===== src/ccm_params.svh =====
`ifndef CCM_PARAMS_SVH
`define CCM_PARAMS_SVH
// Register byte offsets, one aligned word each
`define CCM_ADDR_W 6
`define CCM_OFS_FLAGS 6'h00
`define CCM_OFS_ENABLES 6'h04
`define CCM_OFS_PRIORITY 6'h08
`define CCM_OFS_T3CTL 6'h0C
`define CCM_OFS_U1_LO 6'h10
`define CCM_OFS_U1_HI 6'h14
`define CCM_OFS_U1_CTL 6'h18
`define CCM_OFS_U2_LO 6'h1C
`define CCM_OFS_U2_HI 6'h20
`define CCM_OFS_U2_CTL 6'h24
// Match flag, enable and priority bit positions
`define CCM_BIT_U1 1
`define CCM_BIT_U2 2
// Time base select bits in timer three control
`define CCM_BIT_TB_HI 6
`define CCM_BIT_TB_LO 3
// Compare mode encodings
`define CCM_MODE_SET 4'h8
`define CCM_MODE_CLR 4'h9
`define CCM_MODE_TGL 4'h2
`define CCM_MODE_SWI 4'hA
`define CCM_MODE_SEV 4'hB
// Implemented control bits and reset value
`define CCM_CTL_W 6
`define CCM_REG_RST 8'h00
// Bus responses
`define CCM_RESP_OK 2'h0
`define CCM_RESP_ERR 2'h2
`endif


===== src/ccm_pkg.sv =====
package ccm_pkg;
    // Decoded compare action, one-hot
    typedef enum logic [4:0] {
        CCM_ACT_NONE = 5'h01,
        CCM_ACT_SET = 5'h02,
        CCM_ACT_CLR = 5'h04,
        CCM_ACT_TGL = 5'h08,
        CCM_ACT_EVT = 5'h10
    } ccm_act_e;

    // Pin drive pair
    typedef struct packed {
        logic o;
        logic oe;
    } ccm_pin_s;

    // Per-unit state
    typedef struct packed {
        logic [7:0] lo;
        logic [7:0] hi;
        logic [5:0] ctl;
        logic latch;
        logic eq;
    } ccm_unit_s;

    // Whole block state
    typedef struct packed {
        ccm_unit_s [1:0] u;
        logic [1:0] flag;
        logic [1:0] ien;
        logic [1:0] ipr;
        logic [7:0] t3ctl;
        logic aw_full;
        logic [5:0] awaddr;
        logic w_full;
        logic [31:0] wdata;
        logic [3:0] wstrb;
        logic awready;
        logic wready;
        logic bvalid;
        logic [1:0] bresp;
        logic arready;
        logic rvalid;
        logic [31:0] rdata;
        logic [1:0] rresp;
        ccm_pin_s pin_c;
        ccm_pin_s pin_e;
        ccm_pin_s pin_one;
        logic [1:0] irq;
        logic [1:0] prio;
        logic t1_rst;
        logic t3_rst;
        logic adc_go;
    } ccm_state_s;
endpackage


===== src/ccm_top.sv =====
// The register addresses and the AXI4-Lite register port were decided locally.
`timescale 1ns/100ps
`include "ccm_params.svh"
// Functional notes
// - Unit two compares value to chosen timer
// - Match sets, clears, toggles or leaves pin
// - Match sets the unit flag same cycle
// - Writing zero to control clears latch
// - Mode 1010 only raises flag
// - Interrupt needs enable bit set
// - Mode 1011 emits special event trigger
// - Trigger resets that unit's time base
// - Unit two trigger starts enabled converter
// - Unit one trigger never starts conversion
// - Unimplemented bits read back zero
// - Timer three control picks time bases
// - Mux bit picks port C or E pin
module ccm_top (
    input wire logic CLOCK,
    input wire logic SYS_RST,
    input wire logic AWVALID,
    output logic AWREADY,
    input wire logic [5:0] AWADDR,
    input wire logic WVALID,
    output logic WREADY,
    input wire logic [31:0] WDATA,
    input wire logic [3:0] WSTRB,
    output logic BVALID,
    input wire logic BREADY,
    output logic [1:0] BRESP,
    input wire logic ARVALID,
    output logic ARREADY,
    input wire logic [5:0] ARADDR,
    output logic RVALID,
    input wire logic RREADY,
    output logic [31:0] RDATA,
    output logic [1:0] RRESP,
    input wire logic [15:0] TIMER_ONE_COUNT,
    input wire logic [15:0] TIMER_THREE_COUNT,
    input wire logic ADC_ENABLED,
    input wire logic UNIT_TWO_PIN_MUX_BIT,
    input wire logic PORT_C_LATCH_ONE,
    input wire logic PORT_E_LATCH_SEVEN,
    input wire logic UNIT_ONE_PORT_LATCH,
    input wire logic [2:0] PIN_DIRECTION_BITS,
    output ccm_pkg::ccm_pin_s PORT_C_PIN_ONE,
    output ccm_pkg::ccm_pin_s PORT_E_PIN_SEVEN,
    output ccm_pkg::ccm_pin_s UNIT_ONE_PIN,
    output logic [1:0] MATCH_IRQ,
    output logic [1:0] IRQ_PRIORITY,
    output logic TIMER_ONE_RESET,
    output logic TIMER_THREE_RESET,
    output logic ADC_START
);
    import ccm_pkg::*;

    // Registered state and its next value
    ccm_state_s s_q;
    ccm_state_s s_d;

    // True for a mapped register offset
    function automatic logic addr_ok(input logic [5:0] a);
        case (a)
            `CCM_OFS_FLAGS, `CCM_OFS_ENABLES,
            `CCM_OFS_PRIORITY, `CCM_OFS_T3CTL,
            `CCM_OFS_U1_LO, `CCM_OFS_U1_HI,
            `CCM_OFS_U1_CTL, `CCM_OFS_U2_LO,
            `CCM_OFS_U2_HI, `CCM_OFS_U2_CTL: begin
                addr_ok = 1'b1;
            end
            default: begin
                addr_ok = 1'b0;
            end
        endcase
    endfunction

    // Place a two-bit field at the unit bit positions
    function automatic logic [7:0] pair(input logic [1:0] v);
        pair = 8'h00;
        pair[`CCM_BIT_U1] = v[0];
        pair[`CCM_BIT_U2] = v[1];
    endfunction

    // Read data; unimplemented bits stay zero
    function automatic logic [31:0] rd(
        input ccm_state_s s,
        input logic [5:0] a
    );
        rd = 32'h0000_0000;
        case (a)
            `CCM_OFS_FLAGS: rd[7:0] = pair(s.flag);
            `CCM_OFS_ENABLES: rd[7:0] = pair(s.ien);
            `CCM_OFS_PRIORITY: rd[7:0] = pair(s.ipr);
            `CCM_OFS_T3CTL: rd[7:0] = s.t3ctl;
            `CCM_OFS_U1_LO: rd[7:0] = s.u[0].lo;
            `CCM_OFS_U1_HI: rd[7:0] = s.u[0].hi;
            `CCM_OFS_U1_CTL: rd[5:0] = s.u[0].ctl;
            `CCM_OFS_U2_LO: rd[7:0] = s.u[1].lo;
            `CCM_OFS_U2_HI: rd[7:0] = s.u[1].hi;
            `CCM_OFS_U2_CTL: rd[5:0] = s.u[1].ctl;
            default: rd = 32'h0000_0000;
        endcase
    endfunction

    // Mode field to action
    function automatic ccm_act_e act_of(input logic [3:0] m);
        case (m)
            `CCM_MODE_SET: act_of = CCM_ACT_SET;
            `CCM_MODE_CLR: act_of = CCM_ACT_CLR;
            `CCM_MODE_TGL: act_of = CCM_ACT_TGL;
            `CCM_MODE_SWI: act_of = CCM_ACT_NONE;
            `CCM_MODE_SEV: act_of = CCM_ACT_EVT;
            default: act_of = CCM_ACT_NONE;
        endcase
    endfunction

    // True when the mode is a compare mode
    function automatic logic is_cmp(input logic [3:0] m);
        is_cmp = (m == `CCM_MODE_SET) || (m == `CCM_MODE_CLR)
            || (m == `CCM_MODE_TGL) || (m == `CCM_MODE_SWI)
            || (m == `CCM_MODE_SEV);
    endfunction

    // True when the mode drives the pin from the latch
    function automatic logic drives(input logic [3:0] m);
        drives = (m == `CCM_MODE_SET) || (m == `CCM_MODE_CLR)
            || (m == `CCM_MODE_TGL);
    endfunction

    // Time base of a unit: 1 selects timer three
    function automatic logic tb_t3(
        input logic [7:0] t3c,
        input logic unit_two
    );
        if (t3c[`CCM_BIT_TB_HI]) begin
            tb_t3 = 1'b1;
        end else if (t3c[`CCM_BIT_TB_LO]) begin
            tb_t3 = unit_two;
        end else begin
            tb_t3 = 1'b0;
        end
    endfunction

    // Working signals of the compare path
    logic [1:0] trig; // Special event per unit
    logic [1:0] sel3; // Unit uses timer three
    logic [1:0] hit; // Fresh match per unit
    logic [15:0] cnt [0:1]; // Selected count per unit
    logic [5:0] wa; // Write address
    logic [31:0] wd; // Write data
    logic wv; // Write performed this cycle

    // Next state: bus, registers, compare, pins
    always_comb begin
        s_d = s_q;
        trig = 2'b00;
        sel3 = 2'b00;
        hit = 2'b00;
        cnt[0] = 16'h0000;
        cnt[1] = 16'h0000;
        wa = 6'h00;
        wd = 32'h0000_0000;
        wv = 1'b0;
        // Retire the write answer
        if (s_q.bvalid && BREADY) begin
            s_d.bvalid = 1'b0;
        end
        // Capture write address
        if (AWVALID && s_q.awready) begin
            s_d.aw_full = 1'b1;
            s_d.awaddr = AWADDR;
        end
        // Capture write data
        if (WVALID && s_q.wready) begin
            s_d.w_full = 1'b1;
            s_d.wdata = WDATA;
            s_d.wstrb = WSTRB;
        end
        // Perform the write once both halves are held
        if (s_d.aw_full && s_d.w_full && !s_d.bvalid) begin
            wa = s_d.awaddr;
            wd = s_d.wdata;
            wv = s_d.wstrb[0] && addr_ok(wa);
            s_d.aw_full = 1'b0;
            s_d.w_full = 1'b0;
            s_d.bvalid = 1'b1;
            s_d.bresp = addr_ok(wa) ? `CCM_RESP_OK
                                    : `CCM_RESP_ERR;
        end
        s_d.awready = !s_d.aw_full;
        s_d.wready = !s_d.w_full;
        // Register stores from the bus
        if (wv) begin
            case (wa)
                `CCM_OFS_FLAGS: begin
                    s_d.flag = {wd[`CCM_BIT_U2], wd[`CCM_BIT_U1]};
                end
                `CCM_OFS_ENABLES: begin
                    s_d.ien = {wd[`CCM_BIT_U2], wd[`CCM_BIT_U1]};
                end
                `CCM_OFS_PRIORITY: begin
                    s_d.ipr = {wd[`CCM_BIT_U2], wd[`CCM_BIT_U1]};
                end
                `CCM_OFS_T3CTL: s_d.t3ctl = wd[7:0];
                `CCM_OFS_U1_LO: s_d.u[0].lo = wd[7:0];
                `CCM_OFS_U1_HI: s_d.u[0].hi = wd[7:0];
                `CCM_OFS_U1_CTL: begin
                    s_d.u[0].ctl = wd[5:0];
                    if (wd[7:0] == 8'h00) begin
                        s_d.u[0].latch = 1'b0;
                    end
                end
                `CCM_OFS_U2_LO: s_d.u[1].lo = wd[7:0];
                `CCM_OFS_U2_HI: s_d.u[1].hi = wd[7:0];
                `CCM_OFS_U2_CTL: begin
                    s_d.u[1].ctl = wd[5:0];
                    if (wd[7:0] == 8'h00) begin
                        s_d.u[1].latch = 1'b0;
                    end
                end
                default: s_d.t3ctl = s_d.t3ctl;
            endcase
        end
        // Read channel: one read at a time
        if (ARVALID && s_q.arready) begin
            s_d.arready = 1'b0;
            s_d.rvalid = 1'b1;
            s_d.rdata = rd(s_q, ARADDR);
            s_d.rresp = addr_ok(ARADDR) ? `CCM_RESP_OK
                                        : `CCM_RESP_ERR;
        end else if (s_q.rvalid && RREADY) begin
            s_d.rvalid = 1'b0;
            s_d.arready = 1'b1;
        end
        // Compare each unit against its time base
        for (int i = 0; i < 2; i++) begin
            sel3[i] = tb_t3(s_q.t3ctl, i == 1);
            cnt[i] = sel3[i] ? TIMER_THREE_COUNT
                             : TIMER_ONE_COUNT;
            s_d.u[i].eq = cnt[i] == {s_q.u[i].hi, s_q.u[i].lo};
            // Act only on the first cycle of equality
            hit[i] = s_d.u[i].eq && !s_q.u[i].eq
                && is_cmp(s_q.u[i].ctl[3:0]);
            if (hit[i]) begin
                s_d.flag[i] = 1'b1;
                case (act_of(s_q.u[i].ctl[3:0]))
                    CCM_ACT_SET: s_d.u[i].latch = 1'b1;
                    CCM_ACT_CLR: s_d.u[i].latch = 1'b0;
                    CCM_ACT_TGL: begin
                        s_d.u[i].latch = !s_q.u[i].latch;
                    end
                    CCM_ACT_EVT: trig[i] = 1'b1;
                    default: trig[i] = 1'b0;
                endcase
            end
        end
        // Trigger resets whichever timer the unit uses
        s_d.t1_rst = |(trig & ~sel3);
        s_d.t3_rst = |(trig & sel3);
        // Only unit two starts the converter
        s_d.adc_go = trig[1] && ADC_ENABLED;
        // Request reaches the processor only if enabled
        s_d.irq = s_d.flag & s_d.ien;
        s_d.prio = s_d.ipr;
        // Unit two drives port C or port E
        s_d.pin_c.o = PORT_C_LATCH_ONE;
        s_d.pin_e.o = PORT_E_LATCH_SEVEN;
        if (drives(s_d.u[1].ctl[3:0])) begin
            if (UNIT_TWO_PIN_MUX_BIT) begin
                s_d.pin_c.o = s_d.u[1].latch;
            end else begin
                s_d.pin_e.o = s_d.u[1].latch;
            end
        end
        // Unit one pin
        s_d.pin_one.o = drives(s_d.u[0].ctl[3:0])
            ? s_d.u[0].latch : UNIT_ONE_PORT_LATCH;
        // Direction bit low means the pin is driven
        s_d.pin_c.oe = !PIN_DIRECTION_BITS[0];
        s_d.pin_e.oe = !PIN_DIRECTION_BITS[1];
        s_d.pin_one.oe = !PIN_DIRECTION_BITS[2];
    end

    // State register with synchronous reset
    always_ff @(posedge CLOCK) begin
        if (SYS_RST) begin
            s_q <= '0;
            s_q.awready <= 1'b1;
            s_q.wready <= 1'b1;
            s_q.arready <= 1'b1;
        end else begin
            s_q <= s_d;
        end
    end

    // Outputs come straight from the state register
    assign AWREADY = s_q.awready;
    assign WREADY = s_q.wready;
    assign BVALID = s_q.bvalid;
    assign BRESP = s_q.bresp;
    assign ARREADY = s_q.arready;
    assign RVALID = s_q.rvalid;
    assign RDATA = s_q.rdata;
    assign RRESP = s_q.rresp;
    assign PORT_C_PIN_ONE = s_q.pin_c;
    assign PORT_E_PIN_SEVEN = s_q.pin_e;
    assign UNIT_ONE_PIN = s_q.pin_one;
    assign MATCH_IRQ = s_q.irq;
    assign IRQ_PRIORITY = s_q.prio;
    assign TIMER_ONE_RESET = s_q.t1_rst;
    assign TIMER_THREE_RESET = s_q.t3_rst;
    assign ADC_START = s_q.adc_go;
endmodule


===== config.mk =====
export PLATFORM = sky130hd
export DESIGN_NAME = ccm_top
export DESIGN_NICKNAME = d
export VERILOG_FILES = /design/src/ccm_pkg.sv /design/src/ccm_top.sv
export VERILOG_INCLUDE_DIRS = /design/src
export SDC_FILE = /design/constraint.sdc
export NUM_CORES = 1
export LEC_CHECK = 0
export BUFFER_PORTS_ARGS = -buffer_cell sky130_fd_sc_hd__buf_2
export CAP_MARGIN = 15
export CORE_ASPECT_RATIO = 1.1
export CORE_MARGIN = 1.5
export CORE_UTILIZATION = 49
export DETAILED_ROUTE_END_ITERATION = 7
export GPL_TIMING_DRIVEN = 1
export PLACE_DENSITY = 0.82
export SETUP_SLACK_MARGIN = 0.5
export SLEW_MARGIN = 10
export SYNTH_ARGS = -nofsm -noshare
export SYNTH_HDL_FRONTEND = slang
export SYNTH_SLANG_ARGS = --single-unit

===== constraint.sdc =====
create_clock -name CLOCK -period 2.33 [get_ports CLOCK]
set_clock_uncertainty 0.1 [all_clocks]
set_input_delay 0.466 -clock CLOCK [delete_from_list [all_inputs] [get_ports CLOCK]]
set_output_delay 0.466 -clock CLOCK [all_outputs]
set_load 0.005 [all_outputs]

# After elaboration in Yosys (flattened, before gate mapping)
# Cells that the tools add are included.
[classes]
div = 0
n_reduce_logical = 52
n_bitwise = 4
add_sub_neg = 0
n_lt_le_gt_ge = 0
mux = 54
multipliers = 0
eq_ne = 53
shifts = 0
[op_table]
columns = ["op", "count"]
rows = [
  ["== test 6 x 5 -> 1 bit (second input constant)", 12],
  ["case mux 6 bit (10 select lines)", 1],
  ["== test 4 bit (second input constant)", 12],
  ["case mux 5 bit (4 select lines)", 2],
  ["two-way mux 37 bit", 1],
  ["== test 6 x 4 -> 1 bit (second input constant)", 6],
  ["== test 6 bit (second input constant)", 6],
  ["== test 16 bit", 2],
  ["two-way mux 16 bit", 2],
  ["two-way mux 5 bit", 6],
  ["two-way mux 1 bit", 26],
  ["OR reduction 10 bit", 2],
  ["== test 6 x 3 -> 1 bit (second input constant)", 3],
  ["logical NOT 6 bit", 3],
  ["== test 4 x 2 -> 1 bit (second input constant)", 4],
  ["two-way mux 8 bit", 2],
  ["AND reduction 2 bit", 8],
  ["two-way mux 14 bit", 1],
  ["two-way mux 2 bit", 7],
  ["logical AND 1 bit", 13],
  ["logical OR 1 bit", 12],
  ["== test 5 x 2 -> 1 bit (second input constant)", 2],
  ["== test 5 x 3 -> 1 bit (second input constant)", 2],
  ["== test 5 x 4 -> 1 bit (second input constant)", 2],
  ["12 further kinds", 26],
]
[word_totals]
input_bits = 95
memories = 0
word_cells = 203
ramBits = 0
latch_bits = 0
output_inout_bits = 54
mem_bits_ro = 0
register_bits = 134

# Logic depth before layout (Yosys ltp)
[logic_depth]
ltp_word = 13
ltp_mapped = 9

# Worst setup path after synthesis
# No wires, ideal clock.
[synth_timing]
path_kind = "input to register"
from = "in AWADDR[0]"
to = "reg s_q, in the netlist UNIT_ONE_PIN[1]"
path_slack_ps = -182
t_arrival_ps = 2291
required_ps = 2109
path_buffers = 0
cell_stages = 7
cell_sequence = "and4bb_4 -> o2111ai_4 -> a2111oi_4 -> a21boi_2 -> o21ba_1 -> nor4_1 -> mux2_2"
[synth_via]
elab_chain_cells = 12
[synth_rtl]
columns = ["item", "line_no", "source"]
rows = [
  ["start, declared", "ccm_top.sv:23", "input wire logic [5:0] AWADDR,"],
  ["two-way mux 7 bit (*)", "ccm_top.sv:169", "if (AWVALID && s_q.awready) begin"],
  ["== test 6 x 3 -> 1 bit, or another cell as far along", "ccm_top.sv:63", "case (a)"],
  ["OR reduction 10 bit", "ccm_top.sv:63", ""],
  ["two-way mux 1 bit", "ccm_top.sv:63", ""],
  ["two-way mux 1 bit", "ccm_top.sv:180", "if (s_d.aw_full && s_d.w_full && !s_d.bvalid) begin"],
  ["logical AND 1 bit", "ccm_top.sv:183", "wv = s_d.wstrb[0] && addr_ok(wa);"],
  ["two-way mux 1 bit", "ccm_top.sv:180", ""],
  ["two-way mux 5 bit (*)", "ccm_top.sv:193", "if (wv) begin"],
  ["== test 4 bit (no line)", "-", ""],
  ["logical OR 1 bit (2 in a row)", "ccm_top.sv:126", "drives = (m == `CCM_MODE_SET) || (m == `CCM_MODE_CLR)"],
  ["two-way mux 1 bit (*)", "ccm_top.sv:277", "? s_d.u[0].latch : UNIT_ONE_PORT_LATCH;"],
  ["end, declared", "ccm_top.sv:58", "ccm_state_s s_q;"],
]
# Every way passes the cells marked *; elsewhere a longest branch is shown, timed or not. The select of a mux whose other input is x is not followed.
# A chain may end at the register's enable or synchronous reset.

# Final worst setup path
[layout_timing]
from = "reg s_q[104] in the netlist's numbering"
to = "reg s_q, in the netlist TIMER_THREE_RESET"
[layout_via]
elab_chain_cells = 8
[layout_rtl]
columns = ["item", "line_no", "source"]
rows = [
  ["two-way mux 1 bit", "ccm_top.sv:135", "if (t3c[`CCM_BIT_TB_HI]) begin"],
  ["two-way mux 16 bit", "ccm_top.sv:238", "cnt[i] = sel3[i] ? TIMER_THREE_COUNT"],
  ["== test 16 bit", "ccm_top.sv:240", "s_d.u[i].eq = cnt[i] == {s_q.u[i].hi, s_q.u[i].lo};"],
  ["logical AND 1 bit", "ccm_top.sv:242", "hit[i] = s_d.u[i].eq && !s_q.u[i].eq"],
  ["logical AND 1 bit", "ccm_top.sv:243", "&& is_cmp(s_q.u[i].ctl[3:0]);"],
  ["two-way mux 1 bit", "ccm_top.sv:244", "if (hit[i]) begin"],
  ["AND 2 bit (*)", "ccm_top.sv:259", "s_d.t3_rst = |(trig & sel3);"],
  ["OR reduction 2 bit (*)", "ccm_top.sv:259", ""],
]
# Every way passes the cells marked *; elsewhere a longest branch is shown, timed or not.

==> impl_metrics.json <==
{
  "fin_util_pct": 67.87,
  "yosys.cell_types.count": 67,
  "grtUsageTotal_pct": 27.78,
  "multiInputGateArea_um2": 3767,
  "tritoncts.num_buffers": 9,
  "holdCritPathClass": "in2reg",
  "clk_pin_slew_worst_paths_ns": 0.07,
  "fin_crit_ns": 2.558,
  "crit_path_end_kind": "flip-flop",
  "violations": "negative setup slack",
  "drc": 0,
  "yosysWarnings": 0,
  "syn_area_um2": 5852,
  "root_buffer": "clkbuf_16",
  "r2r_end": "TIMER_THREE_RESET$_SDFF_PP0_",
  "synth-main-ff-cell": "dfxtp_1",
  "synth-simple-area-share_pct": 20.44,
  "cp.required_ns": 2.52,
  "grt_max_degree": 43,
  "hpwl_um": 12090,
  "io_buffers": 95,
  "drive_gt1_share_pct": 36.55,
  "finalSetupTns_ns": -1.929,
  "worstMarginPinSlew_ns": 0.5630,
  "drt_iter0_drc": 469,
  "clock_sinks": 105,
  "synth_edf_count": 0,
  "syn_inst": 668,
  "worstSetupStartpoint": "s_q[104]$_SDFFE_PP0P_",
  "arrival_ns": 2.75,
  "cts_tree": "built",
  "r2r_cells": 8,
  "clk_latency_ns": 0.36,
  "path_max_fanout": 5,
  "ys_seq_elements": 105,
  "critPathKind": "reg2reg",
  "route.vias.total": 5650,
  "start_util_pct": 50.70,
  "fp.dieW_um": 107.2,
  "cts_buffer_depth": 2,
  "reg2reg_from": "s_q[104]$_SDFFE_PP0P_",
  "ctsHoldBuffers": 0,
  "hold_viol": 0,
  "pre_cts_ws_ns": -0.3034,
  "die_area_um2": 12610,
  "final-seq-area_um2": 2116,
  "clock.fmax_mhz": 390.9,
  "rrSetupSlack_ns": -0.23,
  "dpl.cell_count": 956,
  "grt_setup_unrepaired": "true",
  "nFillCells": 850,
  "wl_per_cell_um": 17.98,
  "synth_fa_ha_area_share_pct": 0,
  "async_flop_share_pct": 0,
  "slew_headroom_pct": 62.18,
  "ant_nets": 0,
  "synth_top_family_by_area": "simple AND/OR/NAND/NOR gates",
  "synth_xor_area_share_pct": 4.490,
  "drtPass1Iterations": 6,
  "overflow": 0,
  "row_count": 41,
  "power.leakage_uw": 0.003393,
  "layout.cells.non_filler": 990,
  "syn_to_final_growth_pct": 33.87,
  "grt_pass1_vias": 5431,
  "start_kind": "flip-flop",
  "fin_nets": 930,
  "setup_slack_ns": -0.2279,
  "synth-compound-area-share_pct": 12.74,
  "power_density_nw_per_um2": 513.7,
  "status": "finished, violations left",
  "die_h_um": 117.6,
  "syn_area_per_cell_um2": 8.760,
  "vias_per_cell": 5.707,
  "synth.area.mux_share_pct": 17.83,
  "grt_first_pass_wirelength_um": 27500,
  "ioPinCount": 149,
  "gp_congestion": 0.9453,
  "core_area_um2": 11540,
  "seq_area_frac_synth_pct": 35.92,
  "crit_path_end": "TIMER_THREE_RESET$_SDFF_PP0_",
  "antenna_found_initial": 0,
  "antennaDiodeCount": 0,
  "report.final.slew_viol_count": 0,
  "cts-htree-levels": 3,
  "fin_crit_sh_pct": 109.8,
  "ir_drop_mv": 0.3309,
  "setup_violations": 12,
  "drv_cap": 0,
  "drt_wl_total_um": 17800
}
==> metal layers <==
layer  part of all wire, %  GRT usage, %
met3                   7.4         3.488
met4                   4.2         13.42
met5                     0             0
met2                    49         46.93
met1                    39         34.58
==> cell families (layout without fill, tap and decap cells) <==
family	Yosys count	count (layout)
xor+xnor	30	30
buf+inv	85	232
compound gates	106	106
flops	105	105
other cells	1	26
mux	99	99
simple gates	242	242
==> power by group <==
group	leakage, µW	switching, µW	total (µW)	internal (µW)
Clock	0.000137	723	1460	735
Sequential	0.000855	31.7	1870	1840
Combinational	0.00240	373	699	326
==> cell type report <==
type | instances | area share (%)
clock buffers | 9 | 2.875
well taps | 150 | 2.396
repair buffers | 202 | 18.29
multi-input cells | 503 | 48.09
inverters | 14 | 0.6708
clock inverters | 7 | 0.6708
flip-flops and latches | 105 | 27.01
==> flip-flops by register name, summed over array words and instances (netlist names) <==
name and count:
ADC_START 1, ARREADY 1, AWREADY 1, BRESP 1, BVALID 1, IRQ_PRIORITY 2, MATCH_IRQ 2, PORT_C_PIN_ONE 2
PORT_E_PIN_SEVEN 2, RDATA 8, RRESP 1, RVALID 1, TIMER_ONE_RESET 1, TIMER_THREE_RESET 1, UNIT_ONE_PIN 2, WREADY 1
s_q 77
==> Yosys cell counts, drive strengths merged, types with 13 or more instances <==
library cell | number | area (µm²)
nand3 | 20 | 100.1
dfxtp | 105 | 2102
xnor2 | 28 | 245.2
clkbuf | 17 | 63.81
inv | 14 | 52.55
nor3 | 13 | 65.06
a21oi | 41 | 205.2
mux2i | 84 | 840.8
buf | 54 | 381.6
nand2 | 30 | 112.6
nor2 | 105 | 394.1
==> worst max-delay path, stage by stage (launching register included) <==
cell and delay [ns]:
dfxtp_4 0.36, or2_4 0.26, mux2_4 0.30, a222oi_1 0.37
and4_1 0.33, nand4_1 0.14, buf_6 0.18, nor4b_4 0.27
o22a_1 0.19
==> how the worst min path moves through the flow <==
stage | end | depth (start not counted) | slack, ns | startpoint
floorplan | s_q[60]$_SDFF_PP0_ | 2 | 0.35 | s_q[60]$_SDFF_PP0_
detailed placement | s_q[60]$_SDFF_PP0_ | 2 | 0.37 | s_q[60]$_SDFF_PP0_
global placement | s_q[60]$_SDFF_PP0_ | 2 | 0.37 | s_q[60]$_SDFF_PP0_
global route | PORT_C_PIN_ONE[0]$_SDFF_PP0_ | 2 | 0.16 | PIN_DIRECTION_BITS[0]
CTS | PORT_C_PIN_ONE[0]$_SDFF_PP0_ | 2 | 0.16 | PIN_DIRECTION_BITS[0]
finish | PORT_C_PIN_ONE[0]$_SDFF_PP0_ | 2 | 0.16 | PIN_DIRECTION_BITS[0]
==> per-stage QoR <==
step | total power, µW | hold WS (ns) | cell area, µm²
2_1_floorplan | 2242 | 0.3499 | 6022
3_3_place_gp | 2473 | 0.3652 | 6915
3_5_place_dp | 2483 | 0.3727 | 6915
4_1_cts | 3960 | 0.1561 | 7632
5_1_grt | 4147 | 0.1581 | 7834
6_report | 4024 | 0.1566 | 7834
==> timing repair <==
action                                  in CTS  in global routing
pin swaps                                   14                 17
cloned                                       1                  0
endpoints found under the setup margin      71                 78
buffers inserted                             7                 10
resized for setup                           78                 31
==> cell usage in the layout (no fill, tap or decap), types with 4 or more instances in the layout <==
cell type	n
mux2i_1	69
buf_6	19
and3_1	4
o21ai_0	8
nand4_1	4
inv_1	14
nand3_1	15
mux2i_4	5
a21oi_1	37
mux2i_2	10
dfxtp_1	98
buf_12	5
a22oi_1	11
buf_4	82
xnor2_1	28
clkbuf_16	9
nand2b_1	7
nor3_2	5
nand2_1	27
nor3_1	5
a21oi_2	4
nor4_1	9
buf_2	95
and2_1	8
conb_1	26
mux2_2	9
dfxtp_2	5
nor2_1	102
a221oi_1	4
nor2b_1	9
Note: power is estimated with default switching activity, not from simulation.
